**config.mk**
```make
export PLATFORM = sky130hd
export DESIGN_NAME = mcs_top
export DESIGN_NICKNAME = d
export VERILOG_FILES = /design/src/design/mcs_pkg.sv /design/src/design/mcs_tmr_if.sv /design/src/design/mcs_phase_mag.sv /design/src/design/mcs_timer.sv /design/src/design/mcs_top.sv
export VERILOG_INCLUDE_DIRS = /design/src /design/src/design
export SDC_FILE = /design/constraint.sdc
export NUM_CORES = 2
export LEC_CHECK = 0
export BUFFER_PORTS_ARGS = -buffer_cell sky130_fd_sc_hd__buf_2
export CORE_MARGIN = 5
export CORE_UTILIZATION = 65
export CTS_BUF_LIST = sky130_fd_sc_hd__clkbuf_2 sky130_fd_sc_hd__clkbuf_4 sky130_fd_sc_hd__clkbuf_8
export DETAILED_ROUTE_END_ITERATION = 6
export PLACE_DENSITY = 0.82
export SETUP_SLACK_MARGIN = 0.4
export SLEW_MARGIN = 20
export SYNTH_ARGS = -nofsm -noshare
export SYNTH_HDL_FRONTEND = slang
export SYNTH_HIERARCHICAL = 1
export SYNTH_SLANG_ARGS = --single-unit
```
**constraint.sdc**
```tcl
create_clock -name CLOCK -period 20 [get_ports CLOCK]
set_input_delay 4 -clock CLOCK [delete_from_list [all_inputs] [get_ports CLOCK]]
set_output_delay 4 -clock CLOCK [all_outputs]
set_load 0.005 [all_outputs]
```
**src/design/mcs_regs.svh**
```systemverilog
// Purpose: register map, field positions, reset values and timing counts
// Assumes: 32-bit APB, one aligned word per register
// Notes:   definitions only
`ifndef MCS_REGS_SVH
`define MCS_REGS_SVH
// register byte offsets
`define MCS_OFS_CTRL       8'h00
`define MCS_OFS_TCS_DELAY  8'h04
`define MCS_OFS_LOP_DELAY  8'h08
`define MCS_OFS_CTS_DELAY  8'h0C
`define MCS_OFS_BASE_DEV   8'h10
`define MCS_OFS_DYN_FACTOR 8'h14
`define MCS_OFS_RATE_PHASE 8'h18
`define MCS_OFS_RATE_EARTH 8'h1C
`define MCS_OFS_OC_MASK    8'h20
`define MCS_OFS_ELEM_MASK  8'h24
`define MCS_OFS_VOLT_NOM   8'h28
`define MCS_OFS_CUR_RATED  8'h2C
`define MCS_OFS_UNDERCUR   8'h30
`define MCS_OFS_STATUS     8'h34
`define MCS_OFS_EARTH_FACT 8'h38
// control field positions
`define MCS_CTRL_TCS_EN    0
`define MCS_CTRL_TCS_TWO   1
`define MCS_CTRL_BRK_ASGN  2
`define MCS_CTRL_CTS_EN    3
`define MCS_CTRL_LOP_EN    4
`define MCS_CTRL_BLK_EN    5
`define MCS_CTRL_FUSE_ASGN 6
`define MCS_CTRL_SIDE_SEL  7
// reset values
`define MCS_RST_CTRL       16'h0000
`define MCS_RST_DELAY      16'h0000
// timing: delay settings count in milliseconds
`define MCS_TICK_US        1000
`define MCS_CLK_KHZ        50000
`define MCS_MS_CYCLES      ((`MCS_TICK_US * `MCS_CLK_KHZ) / 1000)
// thresholds and scaling
`define MCS_PCT_FULL       8'h64
`define MCS_NEG_RATIO_PCT  8'h28
`define MCS_LOWV_PCT       8'h01
`define MCS_TENTHS_FULL    8'h0A
`define MCS_RESID_TENTHS   8'h01
`define MCS_DIV_STEPS      6'h28
`endif

```
**src/design/mcs_pkg.sv**
```systemverilog
// Purpose: state types of the supervision block
// Assumes: widths fixed
// Notes:   constants live in mcs_regs.svh
package mcs_pkg;
  typedef struct packed {
    logic [15:0] pres;
    logic [15:0] ms;
    logic        alarm;
  } mcs_tmr_s;

  typedef struct packed {
    logic [15:0] ctrl;
    logic [15:0] tcs_delay;
    logic [15:0] lop_delay;
    logic [15:0] cts_delay;
    logic [15:0] base_dev;
    logic [15:0] dyn_factor;
    logic [31:0] rate_phase;
    logic [31:0] rate_earth;
    logic [7:0]  oc_mask;
    logic [15:0] elem_mask;
    logic [15:0] volt_nom;
    logic [15:0] cur_rated;
    logic [15:0] undercur;
    logic        pready;
    logic        pslverr;
    logic [31:0] prdata;
    logic [15:0] elem_block;
    logic        cts_err;
    logic [40:0] rem;
    logic [39:0] quo;
    logic [31:0] den;
    logic [5:0]  div_cnt;
    logic        div_busy;
    logic        div_start;
    logic [15:0] earth_factor;
  } mcs_top_s;
endpackage

```
**src/design/mcs_tmr_if.sv**
```systemverilog
// Purpose: condition, delay and alarm of one supervision timer
// Assumes: one clock
// Notes:   owner drives cond and delay
`timescale 1ns/1ps
interface mcs_tmr_if;
  logic        cond;
  logic [15:0] delay_ms;
  logic        alarm;
  modport owner (output cond, output delay_ms, input alarm);
  modport timer (input cond, input delay_ms, output alarm);
endinterface

```
**src/design/mcs_phase_mag.sv**
```systemverilog
// Purpose: sum and largest magnitude of three signed phase samples
// Assumes: 16-bit two's complement samples, packed a-b-c from bit 0
// Notes:   purely combinational
`timescale 1ns/1ps
module mcs_phase_mag (
  // samples
  input  wire logic [47:0]        samples,
  // results
  output logic signed [17:0]      sum,
  output logic [16:0]             max_abs
);
  logic [16:0] mag [3];

  // magnitude per phase, one bit wider so -32768 fits
  for (genvar i = 0; i < 3; i++) begin : g_mag
    logic signed [15:0] s;
    assign s      = samples[16*i +: 16];
    assign mag[i] = s[15] ? 17'(-$signed({s[15], s})) : {1'b0, s};
  end

  // residual and maximum
  assign sum = 18'($signed(samples[15:0])) + 18'($signed(samples[31:16])) + 18'($signed(samples[47:32]));
  assign max_abs = (mag[0] >= mag[1]) ? ((mag[0] >= mag[2]) ? mag[0] : mag[2])
                                      : ((mag[1] >= mag[2]) ? mag[1] : mag[2]);
endmodule

```
**src/design/mcs_timer.sv**
```systemverilog
// Purpose: millisecond pickup delay for one supervision alarm
// Assumes: delay_ms may be zero
// Notes:   restarts from zero whenever cond drops
`timescale 1ns/1ps
`include "mcs_regs.svh"
module mcs_timer #(
  parameter int unsigned MS_CYCLES = `MCS_MS_CYCLES
) (
  // clock and reset
  input  wire logic clock,
  input  wire logic reset,
  // condition and alarm
  mcs_tmr_if.timer  tif
);
  mcs_pkg::mcs_tmr_s st_reg;
  mcs_pkg::mcs_tmr_s st_next;

  // prescaler then ms count; cleared at once when the fault goes
  always_comb begin
    st_next = st_reg;
    if (!tif.cond) begin
      st_next = '0;
    end else if (st_reg.ms >= tif.delay_ms) begin
      st_next.alarm = 1'b1;
    end else if (st_reg.pres == 16'(MS_CYCLES - 1)) begin
      st_next.pres = '0;
      st_next.ms   = st_reg.ms + 16'h0001;
    end else begin
      st_next.pres = st_reg.pres + 16'h0001;
    end
  end

  always_ff @(posedge clock or posedge reset) begin
    if (reset) begin
      st_reg <= '0;
    end else begin
      st_reg <= st_next;
    end
  end

  assign tif.alarm = st_reg.alarm;
endmodule

```
**src/design/mcs_top.sv**
```systemverilog
// Purpose: trip circuit, CT and loss-of-potential supervision with APB registers
// Assumes: measured quantities synchronous to CLOCK, already scaled
// Notes:   one wait state on every APB access
//
// Added by the designer: register access over APB and the address map.
`timescale 1ns/1ps
`include "mcs_regs.svh"

// Operation
// - one contact: supervise only breaker closed
// - two contacts: supervise always with supply
// - trip circuit alarm only after delay
// - supply loss counts as circuit failure
// - compare computed residual with earth current
// - derive earth factor from transformer ratings
// - limit is base plus factor times Imax
// - correction term rises linearly with current
// - potential loss uses voltages, currents, pickups
// - block alarm after potential loss delay
// - assigned overcurrent pickups inhibit detection
// - potential loss blocking propagates only when enabled
// - only opted-in elements get blocked
// - fuse failure from assigned digital input
// - fuse failure blocks opted-in elements
// - use currents of selected winding side
// - low phase voltage plus ratio or V0
// - low residual current, breaker closed if assigned
module mcs_top #(
  parameter int unsigned MS_CYCLES = `MCS_MS_CYCLES
) (
  // clock and reset
  input  wire logic        CLOCK,
  input  wire logic        RESET,
  // apb slave
  input  wire logic        PSEL,
  input  wire logic        PENABLE,
  input  wire logic        PWRITE,
  input  wire logic [7:0]  PADDR,
  input  wire logic [31:0] PWDATA,
  output logic [31:0]      PRDATA,
  output logic             PREADY,
  output logic             PSLVERR,
  // breaker inputs
  input  wire logic        BREAKER_CLOSED_CONTACT,
  input  wire logic        BREAKER_OPEN_CONTACT,
  input  wire logic        BREAKER_POSITION_CLOSED,
  // current samples, three signed phases per side
  input  wire logic [47:0] CUR_SIDE0,
  input  wire logic [47:0] CUR_SIDE1,
  input  wire logic [15:0] EARTH_CUR,
  // voltage magnitudes
  input  wire logic [47:0] VOLT_PHASE,
  input  wire logic [15:0] VOLT_POS,
  input  wire logic [15:0] VOLT_NEG,
  input  wire logic [15:0] VOLT_ZERO,
  // protection interface
  input  wire logic [7:0]  OC_PICKUP,
  input  wire logic        FUSE_FAILURE_INPUT,
  output logic             TRIP_CIRCUIT_ALARM,
  output logic             CT_ALARM,
  output logic             POTENTIAL_LOSS_BLOCK,
  output logic [15:0]      ELEMENT_BLOCK
);
  mcs_pkg::mcs_top_s st_reg;
  mcs_pkg::mcs_top_s st_next;

  mcs_tmr_if tcs_if ();
  mcs_tmr_if cts_if ();
  mcs_tmr_if lop_if ();

  logic               acc;
  logic               hit;
  logic               ro;
  logic [31:0]        rd_mux;
  logic [31:0]        status;
  logic signed [17:0] sum0;
  logic signed [17:0] sum1;
  logic [16:0]        max0;
  logic [16:0]        max1;
  logic signed [32:0] earth_prod;
  logic signed [33:0] resid_total;
  logic [33:0]        resid_abs;
  logic [32:0]        dyn_prod;
  logic [33:0]        cts_limit;
  logic [40:0]        div_shift;
  logic               div_fit;
  logic               tcs_cond;
  logic               lop_cond;
  logic               fuse_active;
  logic               oc_block;
  logic               low_phase_v;
  logic               ratio_hi;
  logic               low_v0;
  logic signed [17:0] lop_sum;
  logic [16:0]        lop_max;
  logic [17:0]        lop_resid;
  logic               brk_ok;

  function automatic logic [25:0] scale(input logic [17:0] v, input logic [7:0] k);
    return 26'(v) * 26'(k);
  endfunction

  // phase sums and maxima of both winding sides
  mcs_phase_mag u_mag0 (
    .samples (CUR_SIDE0),
    .sum     (sum0),
    .max_abs (max0)
  );
  mcs_phase_mag u_mag1 (
    .samples (CUR_SIDE1),
    .sum     (sum1),
    .max_abs (max1)
  );

  // apb decode; request held by the master until pready
  assign acc = PSEL && PENABLE;
  assign ro  = (PADDR == `MCS_OFS_STATUS) || (PADDR == `MCS_OFS_EARTH_FACT);

  assign status = {25'h000_0000, st_reg.div_busy, tcs_cond, lop_cond, fuse_active,
                   POTENTIAL_LOSS_BLOCK, CT_ALARM, TRIP_CIRCUIT_ALARM};

  // read mux; unmapped reads give zero and an error
  always_comb begin
    hit    = 1'b1;
    rd_mux = 32'h0000_0000;
    case (PADDR)
      `MCS_OFS_CTRL:       rd_mux = {16'h0000, st_reg.ctrl};
      `MCS_OFS_TCS_DELAY:  rd_mux = {16'h0000, st_reg.tcs_delay};
      `MCS_OFS_LOP_DELAY:  rd_mux = {16'h0000, st_reg.lop_delay};
      `MCS_OFS_CTS_DELAY:  rd_mux = {16'h0000, st_reg.cts_delay};
      `MCS_OFS_BASE_DEV:   rd_mux = {16'h0000, st_reg.base_dev};
      `MCS_OFS_DYN_FACTOR: rd_mux = {16'h0000, st_reg.dyn_factor};
      `MCS_OFS_RATE_PHASE: rd_mux = st_reg.rate_phase;
      `MCS_OFS_RATE_EARTH: rd_mux = st_reg.rate_earth;
      `MCS_OFS_OC_MASK:    rd_mux = {24'h00_0000, st_reg.oc_mask};
      `MCS_OFS_ELEM_MASK:  rd_mux = {16'h0000, st_reg.elem_mask};
      `MCS_OFS_VOLT_NOM:   rd_mux = {16'h0000, st_reg.volt_nom};
      `MCS_OFS_CUR_RATED:  rd_mux = {16'h0000, st_reg.cur_rated};
      `MCS_OFS_UNDERCUR:   rd_mux = {16'h0000, st_reg.undercur};
      `MCS_OFS_STATUS:     rd_mux = status;
      `MCS_OFS_EARTH_FACT: rd_mux = {16'h0000, st_reg.earth_factor};
      default:             hit = 1'b0;
    endcase
  end

  // trip circuit: one contact only sees faults while closed;
  // two contacts both dark means broken circuit or lost supply
  always_comb begin
    tcs_cond = 1'b0;
    if (st_reg.ctrl[`MCS_CTRL_TCS_EN] && st_reg.ctrl[`MCS_CTRL_BRK_ASGN]) begin
      if (st_reg.ctrl[`MCS_CTRL_TCS_TWO]) begin
        tcs_cond = !BREAKER_CLOSED_CONTACT && !BREAKER_OPEN_CONTACT;
      end else begin
        tcs_cond = BREAKER_POSITION_CLOSED && !BREAKER_CLOSED_CONTACT;
      end
    end
  end

  // residual check; earth factor is 8.8 fixed point
  assign earth_prod  = $signed({1'b0, st_reg.earth_factor}) * $signed(EARTH_CUR);
  assign resid_total = 34'(sum0) + 34'(earth_prod >>> 8);
  assign resid_abs   = resid_total[33] ? 34'(-resid_total) : 34'(resid_total);
  // correction grows with the largest phase current
  assign dyn_prod    = {16'h0000, st_reg.dyn_factor} * {16'h0000, max0};
  assign cts_limit   = 34'(st_reg.base_dev) + 34'(dyn_prod >> 8);

  // ratio divider: shift-subtract, one quotient bit per cycle
  assign div_shift = {st_reg.rem[39:0], st_reg.quo[39]};
  assign div_fit   = div_shift >= {9'h000, st_reg.den};

  // loss of potential quantities from the selected winding
  assign lop_sum   = st_reg.ctrl[`MCS_CTRL_SIDE_SEL] ? sum1 : sum0;
  assign lop_max   = st_reg.ctrl[`MCS_CTRL_SIDE_SEL] ? max1 : max0;
  assign lop_resid = lop_sum[17] ? 18'(-lop_sum) : 18'(lop_sum);

  // voltage pattern of a lost VT rather than a fault
  assign low_phase_v = (scale({2'b00, VOLT_PHASE[15:0]}, `MCS_PCT_FULL) < scale({2'b00, st_reg.volt_nom}, `MCS_LOWV_PCT))
                    || (scale({2'b00, VOLT_PHASE[31:16]}, `MCS_PCT_FULL) < scale({2'b00, st_reg.volt_nom}, `MCS_LOWV_PCT))
                    || (scale({2'b00, VOLT_PHASE[47:32]}, `MCS_PCT_FULL) < scale({2'b00, st_reg.volt_nom}, `MCS_LOWV_PCT));
  assign ratio_hi = scale({2'b00, VOLT_NEG}, `MCS_PCT_FULL) > scale({2'b00, VOLT_POS}, `MCS_NEG_RATIO_PCT);
  assign low_v0   = scale({2'b00, VOLT_ZERO}, `MCS_PCT_FULL) < scale({2'b00, st_reg.volt_nom}, `MCS_LOWV_PCT);
  assign oc_block = |(OC_PICKUP & st_reg.oc_mask);
  assign brk_ok   = !st_reg.ctrl[`MCS_CTRL_BRK_ASGN] || BREAKER_POSITION_CLOSED;

  // all conditions must coincide; any pickup enabled in oc_mask vetoes
  assign lop_cond = st_reg.ctrl[`MCS_CTRL_LOP_EN] && low_phase_v && (ratio_hi || low_v0)
                 && (lop_max < {1'b0, st_reg.undercur})
                 && (scale(lop_resid, `MCS_TENTHS_FULL) < scale({2'b00, st_reg.cur_rated}, `MCS_RESID_TENTHS))
                 && !oc_block && brk_ok;

  // input high means the VT secondary breaker has opened
  assign fuse_active = st_reg.ctrl[`MCS_CTRL_FUSE_ASGN] && FUSE_FAILURE_INPUT;

  // next state: bus, divider, evaluation results
  always_comb begin
    st_next        = st_reg;
    st_next.pready = 1'b0;
    st_next.cts_err = st_reg.ctrl[`MCS_CTRL_CTS_EN] && (resid_abs >= cts_limit);
    // potential loss blocking gated by enable, fuse failure not; all by each element's own opt-in
    st_next.elem_block = st_reg.elem_mask
      & {16{(POTENTIAL_LOSS_BLOCK && st_reg.ctrl[`MCS_CTRL_BLK_EN]) || fuse_active}};
    if (st_reg.div_start) begin
      st_next.div_start = 1'b0;
      st_next.rem       = '0;
      st_next.quo       = {32'(st_reg.rate_earth[15:0]) * 32'(st_reg.rate_phase[31:16]), 8'h00};
      st_next.den       = 32'(st_reg.rate_phase[15:0]) * 32'(st_reg.rate_earth[31:16]);
      st_next.div_cnt   = `MCS_DIV_STEPS;
      st_next.div_busy  = 1'b1;
    end else if (st_reg.div_busy && (st_reg.div_cnt != 6'h00)) begin
      st_next.rem     = div_fit ? (div_shift - {9'h000, st_reg.den}) : div_shift;
      st_next.quo     = {st_reg.quo[38:0], div_fit};
      st_next.div_cnt = st_reg.div_cnt - 6'h01;
    end else if (st_reg.div_busy) begin
      // zero rating gives factor zero; overflow saturates
      st_next.div_busy = 1'b0;
      if (st_reg.den == 32'h0000_0000) begin
        st_next.earth_factor = 16'h0000;
      end else if (st_reg.quo[39:16] != 24'h00_0000) begin
        st_next.earth_factor = 16'hFFFF;
      end else begin
        st_next.earth_factor = st_reg.quo[15:0];
      end
    end
    // first access cycle: capture answer; second: commit
    if (acc && !st_reg.pready) begin
      st_next.pready  = 1'b1;
      st_next.prdata  = PWRITE ? 32'h0000_0000 : rd_mux;
      st_next.pslverr = !hit || (PWRITE && ro);
    end else if (acc && PWRITE && hit && !ro) begin
      case (PADDR)
        `MCS_OFS_CTRL:       st_next.ctrl = PWDATA[15:0];
        `MCS_OFS_TCS_DELAY:  st_next.tcs_delay = PWDATA[15:0];
        `MCS_OFS_LOP_DELAY:  st_next.lop_delay = PWDATA[15:0];
        `MCS_OFS_CTS_DELAY:  st_next.cts_delay = PWDATA[15:0];
        `MCS_OFS_BASE_DEV:   st_next.base_dev = PWDATA[15:0];
        `MCS_OFS_DYN_FACTOR: st_next.dyn_factor = PWDATA[15:0];
        `MCS_OFS_RATE_PHASE: begin
          st_next.rate_phase = PWDATA;
          st_next.div_start  = 1'b1;
        end
        `MCS_OFS_RATE_EARTH: begin
          st_next.rate_earth = PWDATA;
          st_next.div_start  = 1'b1;
        end
        `MCS_OFS_OC_MASK:    st_next.oc_mask = PWDATA[7:0];
        `MCS_OFS_ELEM_MASK:  st_next.elem_mask = PWDATA[15:0];
        `MCS_OFS_VOLT_NOM:   st_next.volt_nom = PWDATA[15:0];
        `MCS_OFS_CUR_RATED:  st_next.cur_rated = PWDATA[15:0];
        `MCS_OFS_UNDERCUR:   st_next.undercur = PWDATA[15:0];
        default:             st_next.ctrl = st_reg.ctrl;
      endcase
    end
  end

  // state register; divider runs once after reset
  always_ff @(posedge CLOCK or posedge RESET) begin
    if (RESET) begin
      st_reg           <= '0;
      st_reg.ctrl      <= `MCS_RST_CTRL;
      st_reg.tcs_delay <= `MCS_RST_DELAY;
      st_reg.lop_delay <= `MCS_RST_DELAY;
      st_reg.cts_delay <= `MCS_RST_DELAY;
      st_reg.div_start <= 1'b1;
    end else begin
      st_reg <= st_next;
    end
  end

  // delay timers
  assign tcs_if.cond     = tcs_cond;
  assign tcs_if.delay_ms = st_reg.tcs_delay;
  assign cts_if.cond     = st_reg.cts_err;
  assign cts_if.delay_ms = st_reg.cts_delay;
  assign lop_if.cond     = lop_cond;
  assign lop_if.delay_ms = st_reg.lop_delay;

  mcs_timer #(.MS_CYCLES(MS_CYCLES)) u_tcs_tmr (
    .clock (CLOCK),
    .reset (RESET),
    .tif   (tcs_if.timer)
  );
  mcs_timer #(.MS_CYCLES(MS_CYCLES)) u_cts_tmr (
    .clock (CLOCK),
    .reset (RESET),
    .tif   (cts_if.timer)
  );
  mcs_timer #(.MS_CYCLES(MS_CYCLES)) u_lop_tmr (
    .clock (CLOCK),
    .reset (RESET),
    .tif   (lop_if.timer)
  );

  // outputs, all from flip-flops
  assign TRIP_CIRCUIT_ALARM   = tcs_if.alarm;
  assign CT_ALARM             = cts_if.alarm;
  assign POTENTIAL_LOSS_BLOCK = lop_if.alarm;
  assign ELEMENT_BLOCK        = st_reg.elem_block;
  assign PRDATA               = st_reg.prdata;
  assign PREADY               = st_reg.pready;
  assign PSLVERR              = st_reg.pslverr;
endmodule

```
==> reports/metrics.cfg <==
[status]
outcome = finished with violations
violations = DRC

[setup_path]
crit_path_top_delay_cell = sky130_fd_sc_hd__a221o_1
setup.worst_path.end_class = flip-flop
worst-endpoint-required_ns = 20.64
worst_setup_path_endpoint = cts_if.cond$_DFF_PP0_
regToRegSetupSlack_ns = 8.46
worstSetupStartpoint = CUR_SIDE0[4]
r2r.worst_path.cells = 41
timing.critical_path.slowest_cell_delay_ns = 0.92
worst_r2r_endpoint = cts_if.cond$_DFF_PP0_
cp_dominant_cell_by_count = sky130_fd_sc_hd__fa_1
critical_path_peak_fanout = 17
worst_setup_path_start_kind = primary input
critical_path_class = primary input to flip-flop
timing.critical_path.arrival_ns = 17.75
timing.rr.start = st_reg[5]$_DFFE_PP0P_

[clocking]
cts-root-to-sink-buffers = 3
cts.hold.buffers_added = 0
clock_latency_ns = 0.77
number_of_clock_sinks = 518
cts_setup_buffers = 0
cts_inserted_buffers = 87
tritoncts = built
path_clk_slew_ns = 0.09
clock_tree.htree_level_count = 3
post_cts_resized = 0
root_buffer = sky130_fd_sc_hd__clkbuf_8

[route]
final_antenna_net_count = 0
postRouteWirelength_mm = 241
dr.first_iter.drc_count = 6761
drc_violations_left = 10
vias_per_cell = 6.21
vias = 70900
routed_wire_per_std_cell_um = 21.1
drt_pre_antenna_iters = 7

[finish]
post_route_cells_drive_above_1_share_pct = 9.37
largest_register_ff_count = 279
fillers = 10100
area_delta_synth_final_pct = 5.59
design.final.nets = 12000
leading_cell_type_in_the_layout_fill_and_taps_excluded = sky130_fd_sc_hd__inv_1
mostFrequentLayoutCells = sky130_fd_sc_hd__inv_1 (1499), sky130_fd_sc_hd__nand2_1 (1188), sky130_fd_sc_hd__ha_1 (1142)

[timing]
rsz0062_at_grt = no
finalCritPeriodShare_pct = 85.5
timing_worst_slew_pin_value_ns = 1.15
final.min_clock_period_ns = 17.10
fmax_ghz = 0.0585
hold_ws_ns = 0.480
finalClockSkew_ns = 0.0647
finalHoldViolations = 0
setup_total_negative_slack_ns = 0
final-setup-viol-count = 0
max-slew-margin-rel_pct = 22.8
finalMaxSlewViolations = 0

[floorplanning]
design.portCount = 318
fp.dieH_um = 369
start_util_pct = 65.5
core_ar_um2 = 128000
row_count = 131
die_w_um = 369
floorplan.die_area_um2 = 136000

[power]
total_leakage_power_nw = 45.1
max-vdd-ir-drop_mv = 0.0830
power.density_cell_area_nw_per_um2 = 50.9

[logic_synthesis]
synth_ff_type = sky130_fd_sc_hd__dfrtp_1
synth_cells = 9569
syn-mean-instance-area_um2 = 8.75
synth_seq_cells = 518
number_of_flops_mapped_to_enable_cells_by_yosys = 0
yosys_warnings = 6
yosysSeqAreaShare_pct = 15.5
yosys.cell_types.count = 113
syn_area_um2 = 83700
synthArstFlopShare_pct = 100

[min_path]
worstHoldPathType = flip-flop to flip-flop
worst_hold_startpoint = PRDATA[1]$_DFFE_PP0P_

[run]
max_cap_violations = 0

[global_route]
grt_pass1_wl_mm = 385
grt_start_max_net_pins = 180
grt_antenna_before_repair = 33
grtUsageTotal_pct = 35.2
grt.overflow.total = 0
grt_pass1_vias = 72400

[placed_design]
finalWeightedCongestion = 0.985
buffer_ports.inserted = 317
detailed_place_hpwl_mm = 191

-- Yosys cell counts (all sizes together), types with 21 or more instances --
library cell,instances,area share [%]
a22oi,51,0.46
and2,406,3.0
o2111ai,33,0.39
a221oi,46,0.74
dfrtp,517,15
a211oi,39,0.35
mux2i,95,1.1
o211ai,39,0.35
nand4,68,0.51
a222oi,30,0.36
nor3,137,0.84
nor4,48,0.41
and4,24,0.25
clkbuf,322,1.4
o21ai,406,2.4
a21oi,380,2.3
mux2,210,2.8
nor2b,70,0.52
inv,1500,6.7
nand2b,80,0.61
buf,89,0.70
a31oi,44,0.33
fa,882,21
or3,105,0.82
o21bai,27,0.24
nand3,121,0.72
o21a,90,0.81
a21o,140,1.3
nand2,1190,5.3
xor2,136,1.4
and3,72,0.54
nor2,379,1.7
xnor2,233,2.4
or4,21,0.20
a311oi,38,0.41
ha,1142,17
o31ai,55,0.50
o41ai,32,0.42
or2,25,0.19
-- power by group --
| group | total (mW) | internal [mW] | switching, mW |
|---|---|---|---|
| sequential | 1.05 | 1.05 | 0.00180 |
| clock | 1.03 | 0.553 | 0.479 |
| combinational | 2.41 | 0.978 | 1.44 |
-- metal layers --
layer  vias up  global-route usage [%]  share of wire [%]
met1     34500                    45.5                 39
met5         -                       0              0.033
met4        12                    16.2                5.2
met2      3477                    56.7                 46
met3       746                    7.60                 10
li1      32100                       -                  -
-- layout make-up --
| type | count | area, um2 | share of cell area (%) |
|---|---|---|---|
| multi-input cells | 7149 | 63500 | 71.8 |
| flip-flops and latches | 518 | 13000 | 14.7 |
| inverters | 1501 | 5640 | 6.38 |
| repair buffers | 408 | 2300 | 2.60 |
| well taps | 1662 | 2080 | 2.35 |
| clock buffers | 134 | 1680 | 1.90 |
| clock inverters | 21 | 200 | 0.226 |
| diodes | 23 | 57.6 | 0.0651 |
-- per-stage QoR --
step | std cells | utilization (%) | instance area [um2] | worst slack, ns | power, mW
floorplan | 9579 | - | 83700 | 4.08 | 2.83
global placement | 11200 | 67.6 | 86400 | 2.53 | 3.36
detailed placement | 11200 | 67.6 | 86400 | 2.28 | 3.43
CTS | 11400 | 69.1 | 88300 | 3.04 | 4.47
global route | 11400 | 69.1 | 88400 | 2.04 | 4.81
finish | 11400 | 69.1 | 88400 | 2.90 | 4.50
-- worst min path at each step --
stage,endpoint,slack (ns),cells past startpoint
2_1_floorplan,PRDATA[0]$_DFFE_PP0P_,0.45,2
3_3_place_gp,PRDATA[26]$_DFFE_PP0P_,0.46,2
3_5_place_dp,PRDATA[1]$_DFFE_PP0P_,0.46,2
4_1_cts,PRDATA[29]$_DFFE_PP0P_,0.48,2
5_1_grt,PRDATA[1]$_DFFE_PP0P_,0.51,2
6_report,PRDATA[1]$_DFFE_PP0P_,0.48,2
-- cell families after synthesis --
group	count (synthesis)	synth area share [%]
AND/OR/NAND/NOR	2820	16.5
adder cells (fa/ha/maj)	2024	38.2
buffers and inverters	1912	8.87
AO/OA/AOI/OAI	1617	13.2
flip-flops	518	15.5
XOR/XNOR	369	3.88
multiplexers	305	3.96
other	4	0.0179
-- critical path, delay by kind of cell --
kind	cells	cell delay, ns
adders and majority gates	10	4.43
buffers and inverters	6	0.41
AOI/OAI and AO/OA	19	4.57
xor gates and xnor gates	1	0.19
and+or+nand+nor	17	4.12
(Power assumes the default switching activity.)
